===== src/rtl/cag_cfg.svh =====
// constants for the address generator and processing-state control
// Contract
// - displacement added to address register; 16-bit form sign-extended.
// - post-increment uses register as address, then adds 1, 2 or 4.
// - pre-decrement subtracts 1, 2 or 4 first, uses and writes back result.
// - 8-bit absolute address fills upper bits with ones, top 256 bytes.
// - 16-bit absolute address is sign-extended to full width.
// - 32-bit absolute address is used directly, reaching whole space.
// - 24-bit absolute is program address only, upper eight bits zero; the code also accepts it for data operands.
// - immediate operands come from instruction in 8, 16 or 32 bits.
// - bit number from 3-bit field; trap vector from 2-bit field.
// - sign-extended displacement plus 24-bit counter, low 24 bits kept.
// - relative branch base is the next instruction's first byte address.
// - memory-indirect 8-bit address is zero-extended, range 0 to 255.
// - memory-indirect operand is longword, first byte taken as zero.
// - word, longword or branch target at odd address clears bit zero.
// - reset low stops processing, enters reset state, masks all interrupts.
// - reset exception handling begins when reset goes high again.
// - watchdog overflow also enters the reset state.
// - exception fetches start address from vector table and branches there.
// - other master's bus request releases bus and halts CPU until returned.
// - sleep or hardware standby enters program stop state; CPU ceases.
// - bit set/clear/invert/store ops read a byte, modify, write it back.
`ifndef CAG_CFG_SVH
`define CAG_CFG_SVH
`define CAG_STEP_BYTE 32'h00000001
`define CAG_STEP_WORD 32'h00000002
`define CAG_STEP_LONG 32'h00000004
`define CAG_ABS8_FILL 16'hFFFF
`define CAG_IND_HI 16'h0000
`define CAG_ALIGN_MASK 24'hFFFFFE
`define CAG_RESET_VEC 8'h00
`define CAG_TRAP_VEC_BASE 8'h08
`define CAG_VEC_HI 14'h0000
`define CAG_VEC_LO 2'h0
`define CAG_BIT_ONE 8'h01
`endif


===== src/rtl/cag_pkg.sv =====
// types for the address generator and processing-state control
package cag_pkg;
    typedef enum logic [1:0] {SZ_BYTE, SZ_WORD, SZ_LONG} cag_size_e;
    typedef enum logic [3:0] {
        AM_DISP16, AM_DISP32, AM_POSTINC, AM_PREDEC,
        AM_ABS8, AM_ABS16, AM_ABS24, AM_ABS32,
        AM_IMM8, AM_IMM16, AM_IMM32,
        AM_PCREL8, AM_PCREL16, AM_MEMIND
    } cag_mode_e;
    typedef enum logic [2:0] {
        OP_EA, OP_BIT, OP_BRANCH, OP_JUMP, OP_TRAP, OP_SLEEP
    } cag_op_e;
    typedef enum logic [2:0] {
        BIT_SET, BIT_CLR, BIT_INV, BIT_STORE, BIT_ISTORE
    } cag_bitop_e;
    typedef enum logic [2:0] {
        ST_RESET, ST_VEC_RD, ST_IDLE, ST_IND_RD,
        ST_BIT_RD, ST_BIT_WR, ST_BUS_REL, ST_STOP
    } cag_state_e;
endpackage


===== src/rtl/cag_ea_calc.sv =====
// combinational effective-address calculation for all memory modes
`timescale 1ns/10ps
`default_nettype none
`include "cag_cfg.svh"
module cag_ea_calc import cag_pkg::*; (
    // operation fields
    input wire cag_mode_e mode,
    input wire cag_size_e size,
    input wire logic [31:0] areg,
    input wire logic [31:0] ext,
    input wire logic [23:0] next_pc,
    // results
    output logic [23:0] ea,
    output logic [31:0] wb,
    output logic wb_en,
    output logic [31:0] imm
);
    // access size to register step
    function automatic logic [31:0] cag_step(input cag_size_e s);
        unique case (s)
            SZ_BYTE: cag_step = `CAG_STEP_BYTE;
            SZ_WORD: cag_step = `CAG_STEP_WORD;
            default: cag_step = `CAG_STEP_LONG;
        endcase
    endfunction

    logic [31:0] sx8;
    logic [31:0] sx16;
    logic [31:0] sum;

    assign sx8 = {{24{ext[7]}}, ext[7:0]};
    assign sx16 = {{16{ext[15]}}, ext[15:0]};

    // only the low 24 bits reach the bus, so sums wrap on their own
    always_comb begin
        ea = areg[23:0];
        wb = areg;
        wb_en = 1'b0;
        imm = ext;
        sum = areg;
        unique case (mode)
            AM_DISP16: begin
                sum = areg + sx16;
                ea = sum[23:0];
            end
            AM_DISP32: begin
                sum = areg + ext;
                ea = sum[23:0];
            end
            AM_POSTINC: begin
                ea = areg[23:0];
                wb = areg + cag_step(size);
                wb_en = 1'b1;
            end
            AM_PREDEC: begin
                wb = areg - cag_step(size);
                ea = wb[23:0];
                wb_en = 1'b1;
            end
            AM_ABS8: ea = {`CAG_ABS8_FILL, ext[7:0]};
            AM_ABS16: ea = sx16[23:0];
            AM_ABS24: ea = ext[23:0];
            AM_ABS32: ea = ext[23:0];
            AM_IMM8: imm = {24'h000000, ext[7:0]};
            AM_IMM16: imm = {16'h0000, ext[15:0]};
            AM_IMM32: imm = ext;
            AM_PCREL8: begin
                sum = {8'h00, next_pc} + sx8;
                ea = sum[23:0];
            end
            AM_PCREL16: begin
                sum = {8'h00, next_pc} + sx16;
                ea = sum[23:0];
            end
            AM_MEMIND: ea = {`CAG_IND_HI, ext[7:0]};
            default: ea = areg[23:0];
        endcase
    end
endmodule
`default_nettype wire


===== src/rtl/cag_top.sv =====
// processing-state control with address generation and memory sequencing
`timescale 1ns/10ps
`default_nettype none
`include "cag_cfg.svh"
module cag_top import cag_pkg::*; (
    // clock and reset
    input wire logic MCLK,
    input wire logic RST_N,
    // reset and power sources
    input wire logic WDT_OVF,
    input wire logic HW_STBY,
    // exception request and mask control
    input wire logic EXC_REQ,
    input wire logic [7:0] EXC_VEC,
    input wire logic IMASK_CLR,
    // command, held until DONE
    input wire logic CMD_VALID,
    input wire cag_op_e CMD_OP,
    input wire cag_mode_e CMD_MODE,
    input wire cag_size_e CMD_SIZE,
    input wire logic [31:0] CMD_AREG,
    input wire logic [31:0] CMD_EXT,
    input wire logic [23:0] CMD_NEXT_PC,
    input wire cag_bitop_e CMD_BITOP,
    input wire logic [2:0] CMD_BITNUM,
    input wire logic [1:0] CMD_TRAPNUM,
    input wire logic CMD_CFLAG,
    // results
    output logic DONE,
    output logic [23:0] EA_ADDR,
    output logic [31:0] IMM_DATA,
    output logic [31:0] REG_WB,
    output logic REG_WB_EN,
    output logic [23:0] PC,
    // memory bus
    output logic MEM_REQ,
    output logic MEM_WE,
    output cag_size_e MEM_SIZE,
    output logic [23:0] MEM_ADDR,
    output logic [7:0] MEM_WDATA,
    input wire logic [31:0] MEM_RDATA,
    input wire logic MEM_ACK,
    // bus arbitration
    input wire logic BREQ,
    output logic BACK,
    // status
    output cag_state_e PROC_STATE,
    output logic INT_MASK
);
    // bit zero cleared for wide accesses and branch targets
    function automatic logic [23:0] cag_align(input logic [23:0] a,
                                              input logic en);
        cag_align = en ? (a & `CAG_ALIGN_MASK) : a;
    endfunction

    // vector number to table address, four bytes per entry
    function automatic logic [23:0] cag_vec_addr(input logic [7:0] v);
        cag_vec_addr = {`CAG_VEC_HI, v, `CAG_VEC_LO};
    endfunction

    // read-modify of one byte for the bit operations
    function automatic logic [7:0] cag_bit_mod(input logic [7:0] d,
                                               input cag_bitop_e op,
                                               input logic [2:0] n,
                                               input logic c);
        logic [7:0] m;
        m = `CAG_BIT_ONE << n;
        unique case (op)
            BIT_SET: cag_bit_mod = d | m;
            BIT_CLR: cag_bit_mod = d & ~m;
            BIT_INV: cag_bit_mod = d ^ m;
            BIT_STORE: cag_bit_mod = c ? (d | m) : (d & ~m);
            BIT_ISTORE: cag_bit_mod = c ? (d & ~m) : (d | m);
            default: cag_bit_mod = d;
        endcase
    endfunction

    cag_state_e state_r;
    cag_state_e state_nxt;
    logic [23:0] ea_raw;
    logic [31:0] wb_val;
    logic wb_en;
    logic [31:0] imm_val;
    logic [23:0] ea_al;
    logic wide;
    logic in_idle;
    logic free;
    logic take;
    logic exc_take;
    logic trap_take;
    logic vec_go;
    logic ind_take;
    logic bit_take;
    logic mem_done;
    logic [7:0] trap_vec;
    logic [23:0] vec_addr;

    cag_ea_calc u_ea (
        .mode(CMD_MODE),
        .size(CMD_SIZE),
        .areg(CMD_AREG),
        .ext(CMD_EXT),
        .next_pc(CMD_NEXT_PC),
        .ea(ea_raw),
        .wb(wb_val),
        .wb_en(wb_en),
        .imm(imm_val)
    );

    // branch and jump targets are always aligned, data only when wide
    assign wide = (CMD_SIZE != SZ_BYTE) || (CMD_OP == OP_BRANCH) ||
                  (CMD_OP == OP_JUMP);
    assign ea_al = cag_align(ea_raw, wide);

    // event decode in the idle state, highest priority first
    assign in_idle = (state_r == ST_IDLE);
    assign free = in_idle && !HW_STBY && !BREQ;
    assign exc_take = free && EXC_REQ;
    // done guard stops a held command from running twice
    assign take = free && !EXC_REQ && CMD_VALID && !DONE;
    assign trap_take = take && (CMD_OP == OP_TRAP);
    assign vec_go = exc_take || trap_take;
    assign ind_take = take && (CMD_OP == OP_JUMP) &&
                      (CMD_MODE == AM_MEMIND);
    assign bit_take = take && (CMD_OP == OP_BIT);
    assign mem_done = MEM_REQ && MEM_ACK;
    assign trap_vec = `CAG_TRAP_VEC_BASE + {6'h00, CMD_TRAPNUM};
    assign vec_addr = cag_vec_addr(exc_take ? EXC_VEC : trap_vec);

    // next processing state
    always_comb begin
        state_nxt = state_r;
        unique case (state_r)
            ST_RESET: state_nxt = ST_VEC_RD;
            ST_VEC_RD: if (mem_done) state_nxt = ST_IDLE;
            ST_IDLE: begin
                if (HW_STBY) begin
                    state_nxt = ST_STOP;
                end else if (BREQ) begin
                    state_nxt = ST_BUS_REL;
                end else if (vec_go) begin
                    state_nxt = ST_VEC_RD;
                end else if (ind_take) begin
                    state_nxt = ST_IND_RD;
                end else if (bit_take) begin
                    state_nxt = ST_BIT_RD;
                end else if (take && CMD_OP == OP_SLEEP) begin
                    state_nxt = ST_STOP;
                end
            end
            ST_IND_RD: if (mem_done) state_nxt = ST_IDLE;
            ST_BIT_RD: if (mem_done) state_nxt = ST_BIT_WR;
            ST_BIT_WR: if (mem_done) state_nxt = ST_IDLE;
            ST_BUS_REL: if (!BREQ) state_nxt = ST_IDLE;
            ST_STOP: state_nxt = ST_STOP;
        endcase
    end

    // state register; watchdog overflow restarts like the pin
    always_ff @(posedge MCLK or negedge RST_N) begin
        if (!RST_N) begin
            state_r <= ST_RESET;
        end else if (WDT_OVF) begin
            state_r <= ST_RESET;
        end else begin
            state_r <= state_nxt;
        end
    end

    assign PROC_STATE = state_r;

    // memory port; a request stands until acknowledged or cleared by watchdog overflow
    always_ff @(posedge MCLK or negedge RST_N) begin
        if (!RST_N) begin
            MEM_REQ <= 1'b0;
            MEM_WE <= 1'b0;
            MEM_SIZE <= SZ_LONG;
            MEM_ADDR <= 24'h000000;
            MEM_WDATA <= 8'h00;
        end else if (WDT_OVF) begin
            MEM_REQ <= 1'b0;
            MEM_WE <= 1'b0;
        end else if (state_r == ST_RESET) begin
            MEM_REQ <= 1'b1;
            MEM_WE <= 1'b0;
            MEM_SIZE <= SZ_LONG;
            MEM_ADDR <= cag_vec_addr(`CAG_RESET_VEC);
        end else if (vec_go && state_nxt == ST_VEC_RD) begin
            MEM_REQ <= 1'b1;
            MEM_WE <= 1'b0;
            MEM_SIZE <= SZ_LONG;
            MEM_ADDR <= vec_addr;
        end else if (state_nxt == ST_IND_RD && in_idle) begin
            MEM_REQ <= 1'b1;
            MEM_WE <= 1'b0;
            MEM_SIZE <= SZ_LONG;
            MEM_ADDR <= cag_align(ea_raw, 1'b1);
        end else if (state_nxt == ST_BIT_RD && in_idle) begin
            MEM_REQ <= 1'b1;
            MEM_WE <= 1'b0;
            MEM_SIZE <= SZ_BYTE;
            MEM_ADDR <= ea_raw;
        end else if (state_r == ST_BIT_RD && mem_done) begin
            MEM_REQ <= 1'b1;
            MEM_WE <= 1'b1;
            MEM_WDATA <= cag_bit_mod(MEM_RDATA[7:0], CMD_BITOP,
                                     CMD_BITNUM, CMD_CFLAG);
        end else if (mem_done) begin
            MEM_REQ <= 1'b0;
            MEM_WE <= 1'b0;
        end
    end

    // program counter from vectors, branches and jumps
    always_ff @(posedge MCLK or negedge RST_N) begin
        if (!RST_N) begin
            PC <= 24'h000000;
        end else if (mem_done && state_r == ST_VEC_RD) begin
            PC <= cag_align(MEM_RDATA[23:0], 1'b1);
        end else if (mem_done && state_r == ST_IND_RD) begin
            // top byte of the fetched longword is taken as zero
            PC <= cag_align(MEM_RDATA[23:0], 1'b1);
        end else if (take && !ind_take &&
                     (CMD_OP == OP_BRANCH || CMD_OP == OP_JUMP)) begin
            PC <= ea_al;
        end
    end

    // completion strobe and computed results
    always_ff @(posedge MCLK or negedge RST_N) begin
        if (!RST_N) begin
            DONE <= 1'b0;
            EA_ADDR <= 24'h000000;
            IMM_DATA <= 32'h00000000;
            REG_WB <= 32'h00000000;
            REG_WB_EN <= 1'b0;
        end else begin
            DONE <= 1'b0;
            REG_WB_EN <= 1'b0;
            if (take && (CMD_OP == OP_EA || CMD_OP == OP_BRANCH ||
                         (CMD_OP == OP_JUMP && !ind_take))) begin
                DONE <= 1'b1;
                EA_ADDR <= ea_al;
                IMM_DATA <= imm_val;
                REG_WB <= wb_val;
                REG_WB_EN <= wb_en && (CMD_OP == OP_EA);
            end else if (bit_take) begin
                EA_ADDR <= ea_raw;
                REG_WB <= wb_val;
            end else if (mem_done && (state_r == ST_IND_RD ||
                                      state_r == ST_BIT_WR)) begin
                DONE <= 1'b1;
                REG_WB_EN <= wb_en && (state_r == ST_BIT_WR);
            end else if (mem_done && state_r == ST_VEC_RD) begin
                DONE <= 1'b1;
            end
        end
    end

    // interrupt mask: set by reset and every exception entry
    always_ff @(posedge MCLK or negedge RST_N) begin
        if (!RST_N) begin
            INT_MASK <= 1'b1;
        end else if (WDT_OVF || vec_go || state_r == ST_RESET) begin
            INT_MASK <= 1'b1;
        end else if (IMASK_CLR) begin
            INT_MASK <= 1'b0;
        end
    end

    // bus grant while released; cpu makes no request meanwhile
    always_ff @(posedge MCLK or negedge RST_N) begin
        if (!RST_N) begin
            BACK <= 1'b0;
        end else begin
            BACK <= (state_nxt == ST_BUS_REL) && !WDT_OVF;
        end
    end
endmodule
`default_nettype wire


===== config.mk =====
export PLATFORM = sky130hd
export DESIGN_NAME = cag_top
export DESIGN_NICKNAME = d
export VERILOG_FILES = /design/src/rtl/cag_pkg.sv /design/src/rtl/cag_ea_calc.sv /design/src/rtl/cag_top.sv
export VERILOG_INCLUDE_DIRS = /design/src /design/src/rtl
export SDC_FILE = /design/constraint.sdc
export NUM_CORES = 1
export LEC_CHECK = 0
export ABC_AREA = 1
export BUFFER_PORTS_ARGS = -buffer_cell sky130_fd_sc_hd__buf_2
export CORE_UTILIZATION = 60
export CTS_CLUSTER_DIAMETER = 200
export DETAILED_ROUTE_END_ITERATION = 8
export PLACE_DENSITY = 0.95
export SLEW_MARGIN = 0
export SYNTH_ARGS = -nofsm -noshare
export SYNTH_HDL_FRONTEND = slang
export SYNTH_SLANG_ARGS = --single-unit

===== constraint.sdc =====
create_clock -name MCLK -period 4.95 [get_ports MCLK]
set_input_delay 0.495 -clock MCLK [delete_from_list [all_inputs] [get_ports MCLK]]
set_output_delay 0.495 -clock MCLK [all_outputs]
set_load 0.005 [all_outputs]

==> metrics.md <==
| Metric | Value |
|---|---|
| IR drop worst, VDD | 0.188 mV |
| Die outline height | 154 um |
| Number of pins with negative max-slew slack in the final report | 0 |
| Initial core utilization | 0.613 |
| I/O pin count | 310 |
| Global-route wire length before repair | 81,900 um |
| DR WL/cell | approximately 18 um |
| Kind of launch point of the worst setup path | flip-flop |
| Fraction of final layout cells with drive strength greater than 1 | 0.150 |
| Clock insertion delay at the later pin of the skew report | 0.45 ns |
| Placement Rows | 55 |
| Number of instances in the synthesized netlist | ~2,300 |
| Worst path arrival time | 3.63 ns |
| Number of enable flip-flop cells after synthesis | 0 |
| Number of synthesis warnings | 0 |
| Detailed-router iteration count before antenna repair | 6 |
| Sequential cell area fraction in the yosys report | 0.277 |
| Synthesized area | 13,900 sq um |
| Initial antenna violation count | 0 |
| Initial drt markers | approximately 2,100 |
| Crit path setup slack, layout | about 1.6 ns |
| Net count of the finished layout | 2,808 |
| Element type at the critical path end | flip-flop |
| Period Utilization, post-route | 0.669 |
| Clk pin slew, worst setup/hold paths | 0.07 ns |
| Final critical path time including I/O delays and setup | about 3.3 ns |
| Outcome | finished, final reports clean |
| Pre-CTS worst setup slack | 1.58 ns |
| Most used flip-flop cell after synthesis | sky130_fd_sc_hd__dfrtp_1 |
| Grt ovf | 0 |
| Area of all placed cells without fillers | 16,100 sq um |
| Highest clock frequency the design can meet | 0.302 GHz |
| Largest cells by area after synthesis | sky130_fd_sc_hd__dfrtp_1, sky130_fd_sc_hd__nand2_1, sky130_fd_sc_hd__inv_1 |
| Final non-filler cell total | 2,880 |
| Share of synthesized registers carrying an async set or reset | 1.00 |
| TritonCTS clock tree | yes |
| Worst Hold Class | in2reg |
| Unrepaired setup endpoints after global routing | false |
| Final wirelength | roughly 53,000 um |
| Headroom to the max-slew limit | 0.168 |
| Top-area cell type share of the netlist area | 0.273 |
| Vias per cell | approximately 5.9 |
| Antenna-violating nets left | 0 |
| Post-Route Utilization | 0.711 |
| Net count after synthesis | 2,542 |
| Distinct cell type count of the synthesized netlist | 52 |
| Most frequent cell after synthesis | sky130_fd_sc_hd__nand2_1 |
| Routability-driven placement congestion ratio | 1.09 |
| Mean instance size in the synthesized netlist | 6.01 sq um |
| Comb power frac | 0.332 |
| Required arrival time at the worst endpoint | 5.27 ns |
| Via count | about 17,000 |
| Kind of critical path | reg2reg |
| Crit path max fanout | between 50 and 60 |
| Layout overhead on the synthesized area | 16.0% |
| Worst-case clock skew | 0.0170 ns |
| Total routing usage reported by global routing | 0.443 |
| Placeable core region | 22,700 sq um |
| Die Footprint | 23,800 sq um |
| Cell internal power dissipation | ~0.0028 W |
| H-tree Lvls | 4 |
| Worst-margin pin slew | 1.24 ns |
| Register bit count reported by yosys | 154 |
| Number of buffers added by the clock tree synthesis step | 17 |
| Switching share of power | 0.382 |
| Largest net degree at the start of global routing | around 140 |
| Setup bufs post-CTS | 0 |
| Max clock buf depth | 2 |
| Placed instance area | about 16,000 sq um |
| Final-report setup violation count | 0 |
| Fill count | 2,028 |
| Clk Tree Root Cell | sky130_fd_sc_hd__clkbuf_16 |
| Half-perimeter wire length after detailed placement | between 40,000 and 50,000 um |
| Lkg Pwr | 9.34 nW |
| Most common library cells after synthesis | sky130_fd_sc_hd__nand2_1, sky130_fd_sc_hd__inv_1, sky130_fd_sc_hd__nor2_1, sky130_fd_sc_hd__nand3_1, sky130_fd_sc_hd__dfrtp_1 |
| Dpl cells | 2,846 |
| Total DRC errors in the routed layout | 0 |
| Via count of the first global-routing pass | 15,555 |
| Count of buffers inserted at the top-level ports | 300 |
| Dominant cell type by area after synthesis | sky130_fd_sc_hd__dfrtp_1 |
| Final Hold Fails | 0 |
| Clk network pwr share | 0.317 |
| Proportion of power drawn by flip-flops and latches | 0.351 |
| Overall die width | 154 um |
| Number of clock sinks | around 150 |
| Max-capacitance violation count | 0 |
| Switching power | 0.00170 W |
| Setup Total Neg Slack | 0 ns |
| P per Cell Area | between 200 and 300 nW/um^2 |
-- path summary, 6_finish.rpt --
kind                       cells past startpoint           end          start  slack (ns)
max reg2reg                                   13     REG_WB[9]  PROC_STATE[0]        1.64
min in group asynchronous                      2  IMM_DATA[10]          RST_N        0.44
min reg2reg                                    2   MEM_SIZE[1]    MEM_SIZE[1]        0.46
max in group asynchronous                      3  MEM_ADDR[10]          RST_N        3.41
min                                            2      INT_MASK      IMASK_CLR        0.26
max                                           13     REG_WB[9]  PROC_STATE[0]        1.64
-- worst max-delay path, stage by stage (launching register included) --
cell and delay, ns:
sky130_fd_sc_hd__dfrtp_1 0.43, sky130_fd_sc_hd__inv_2 0.14, sky130_fd_sc_hd__nand2_1 0.09, sky130_fd_sc_hd__nor2_2 0.17, sky130_fd_sc_hd__nand2_2 0.10, sky130_fd_sc_hd__nor2_4 0.16, sky130_fd_sc_hd__nand4_2 0.16, sky130_fd_sc_hd__nand2_2 0.10
sky130_fd_sc_hd__buf_4 0.53, sky130_fd_sc_hd__inv_2 0.58, sky130_fd_sc_hd__a211oi_1 0.43, sky130_fd_sc_hd__nand2_1 0.13, sky130_fd_sc_hd__o21ai_1 0.11, sky130_fd_sc_hd__inv_1 0.05
-- final cells by class --
cell class	count	area, sq um	area share
multi-input combinational	1758	8460	0.524
sequential	154	3860	0.239
timing repair buffer	306	1570	0.0971
inverter	344	1290	0.0801
clock buffer	17	425	0.0264
tap	285	357	0.0221
clock inverter	15	180	0.0112
antenna	1	2.50	0.000155
-- sequential cells by signal, summed over array words and instances, names as in the netlist --
register / cells
IMM_DATA: 32
REG_WB: 32
EA_ADDR: 24
MEM_ADDR: 24
PC: 24
MEM_WDATA: 8
PROC_STATE: 3
BACK: 1
DONE: 1
INT_MASK: 1
MEM_REQ: 1
MEM_SIZE: 1
MEM_WE: 1
REG_WB_EN: 1
-- stage by stage --
stage | power [W] | hold WS [ns]
after global routing | 0.00465 | 0.258
final | 0.00445 | 0.260
after detailed placement | 0.00300 | 0.341
after CTS | 0.00439 | 0.263
after floorplan | 0.00241 | 0.199
after global placement | 0.00295 | 0.336
-- per-layer routing --
metal  wire [um]  GRT usage  share of wire
met5           0          0              0
met2       23900      0.709           0.45
met4        3150      0.254          0.060
met3        5870     0.0857           0.11
met1       20000      0.561           0.38
-- cells by family after synthesis --
group,count (synthesis),synth area share
xor+xnor,7,0.00441
fa+ha+maj,72,0.0669
flops,154,0.277
simple gates,1401,0.420
compound gates,277,0.117
other cells,1,0.000270
buf+inv,403,0.115
-- cell usage in the layout (no fill, tap or decap), drive strengths merged, types with 3 or more instances in the layout --
cell / instances
inv: 351
a22o: 14
nor3: 35
nand3: 193
a41oi: 8
and2: 3
fa: 4
nand2: 893
o211ai: 6
nand4: 39
a31oi: 11
ha: 68
o2111ai: 3
buf: 305
o21bai: 9
nand3b: 12
dfrtp: 152
or2: 4
xor2: 7
clkinv: 5
a21oi: 64
o22ai: 3
nor2: 217
clkbuf: 17
o311ai: 7
o21ai: 136
a221oi: 8
-- what timing repair did --
| action | 4_1_cts | 5_1_grt |
|---|---|---|
| resized for setup | 0 | 0 |
| endpoints found under the setup margin | 0 | 0 |
| hold buffers | 1 | 0 |
| endpoints found under the hold margin | 17 | 0 |
-- power groups by stage --
stage	clock network, W	logic [W]	registers [W]
floorplan	0	0.000823	0.00159
global placement	0	0.00138	0.00157
detailed placement	0	0.00143	0.00158
CTS	0.00139	0.00144	0.00156
global route	0.00144	0.00163	0.00158
finish	0.00141	0.00148	0.00156
Note: power is estimated with default switching activity, not from simulation.
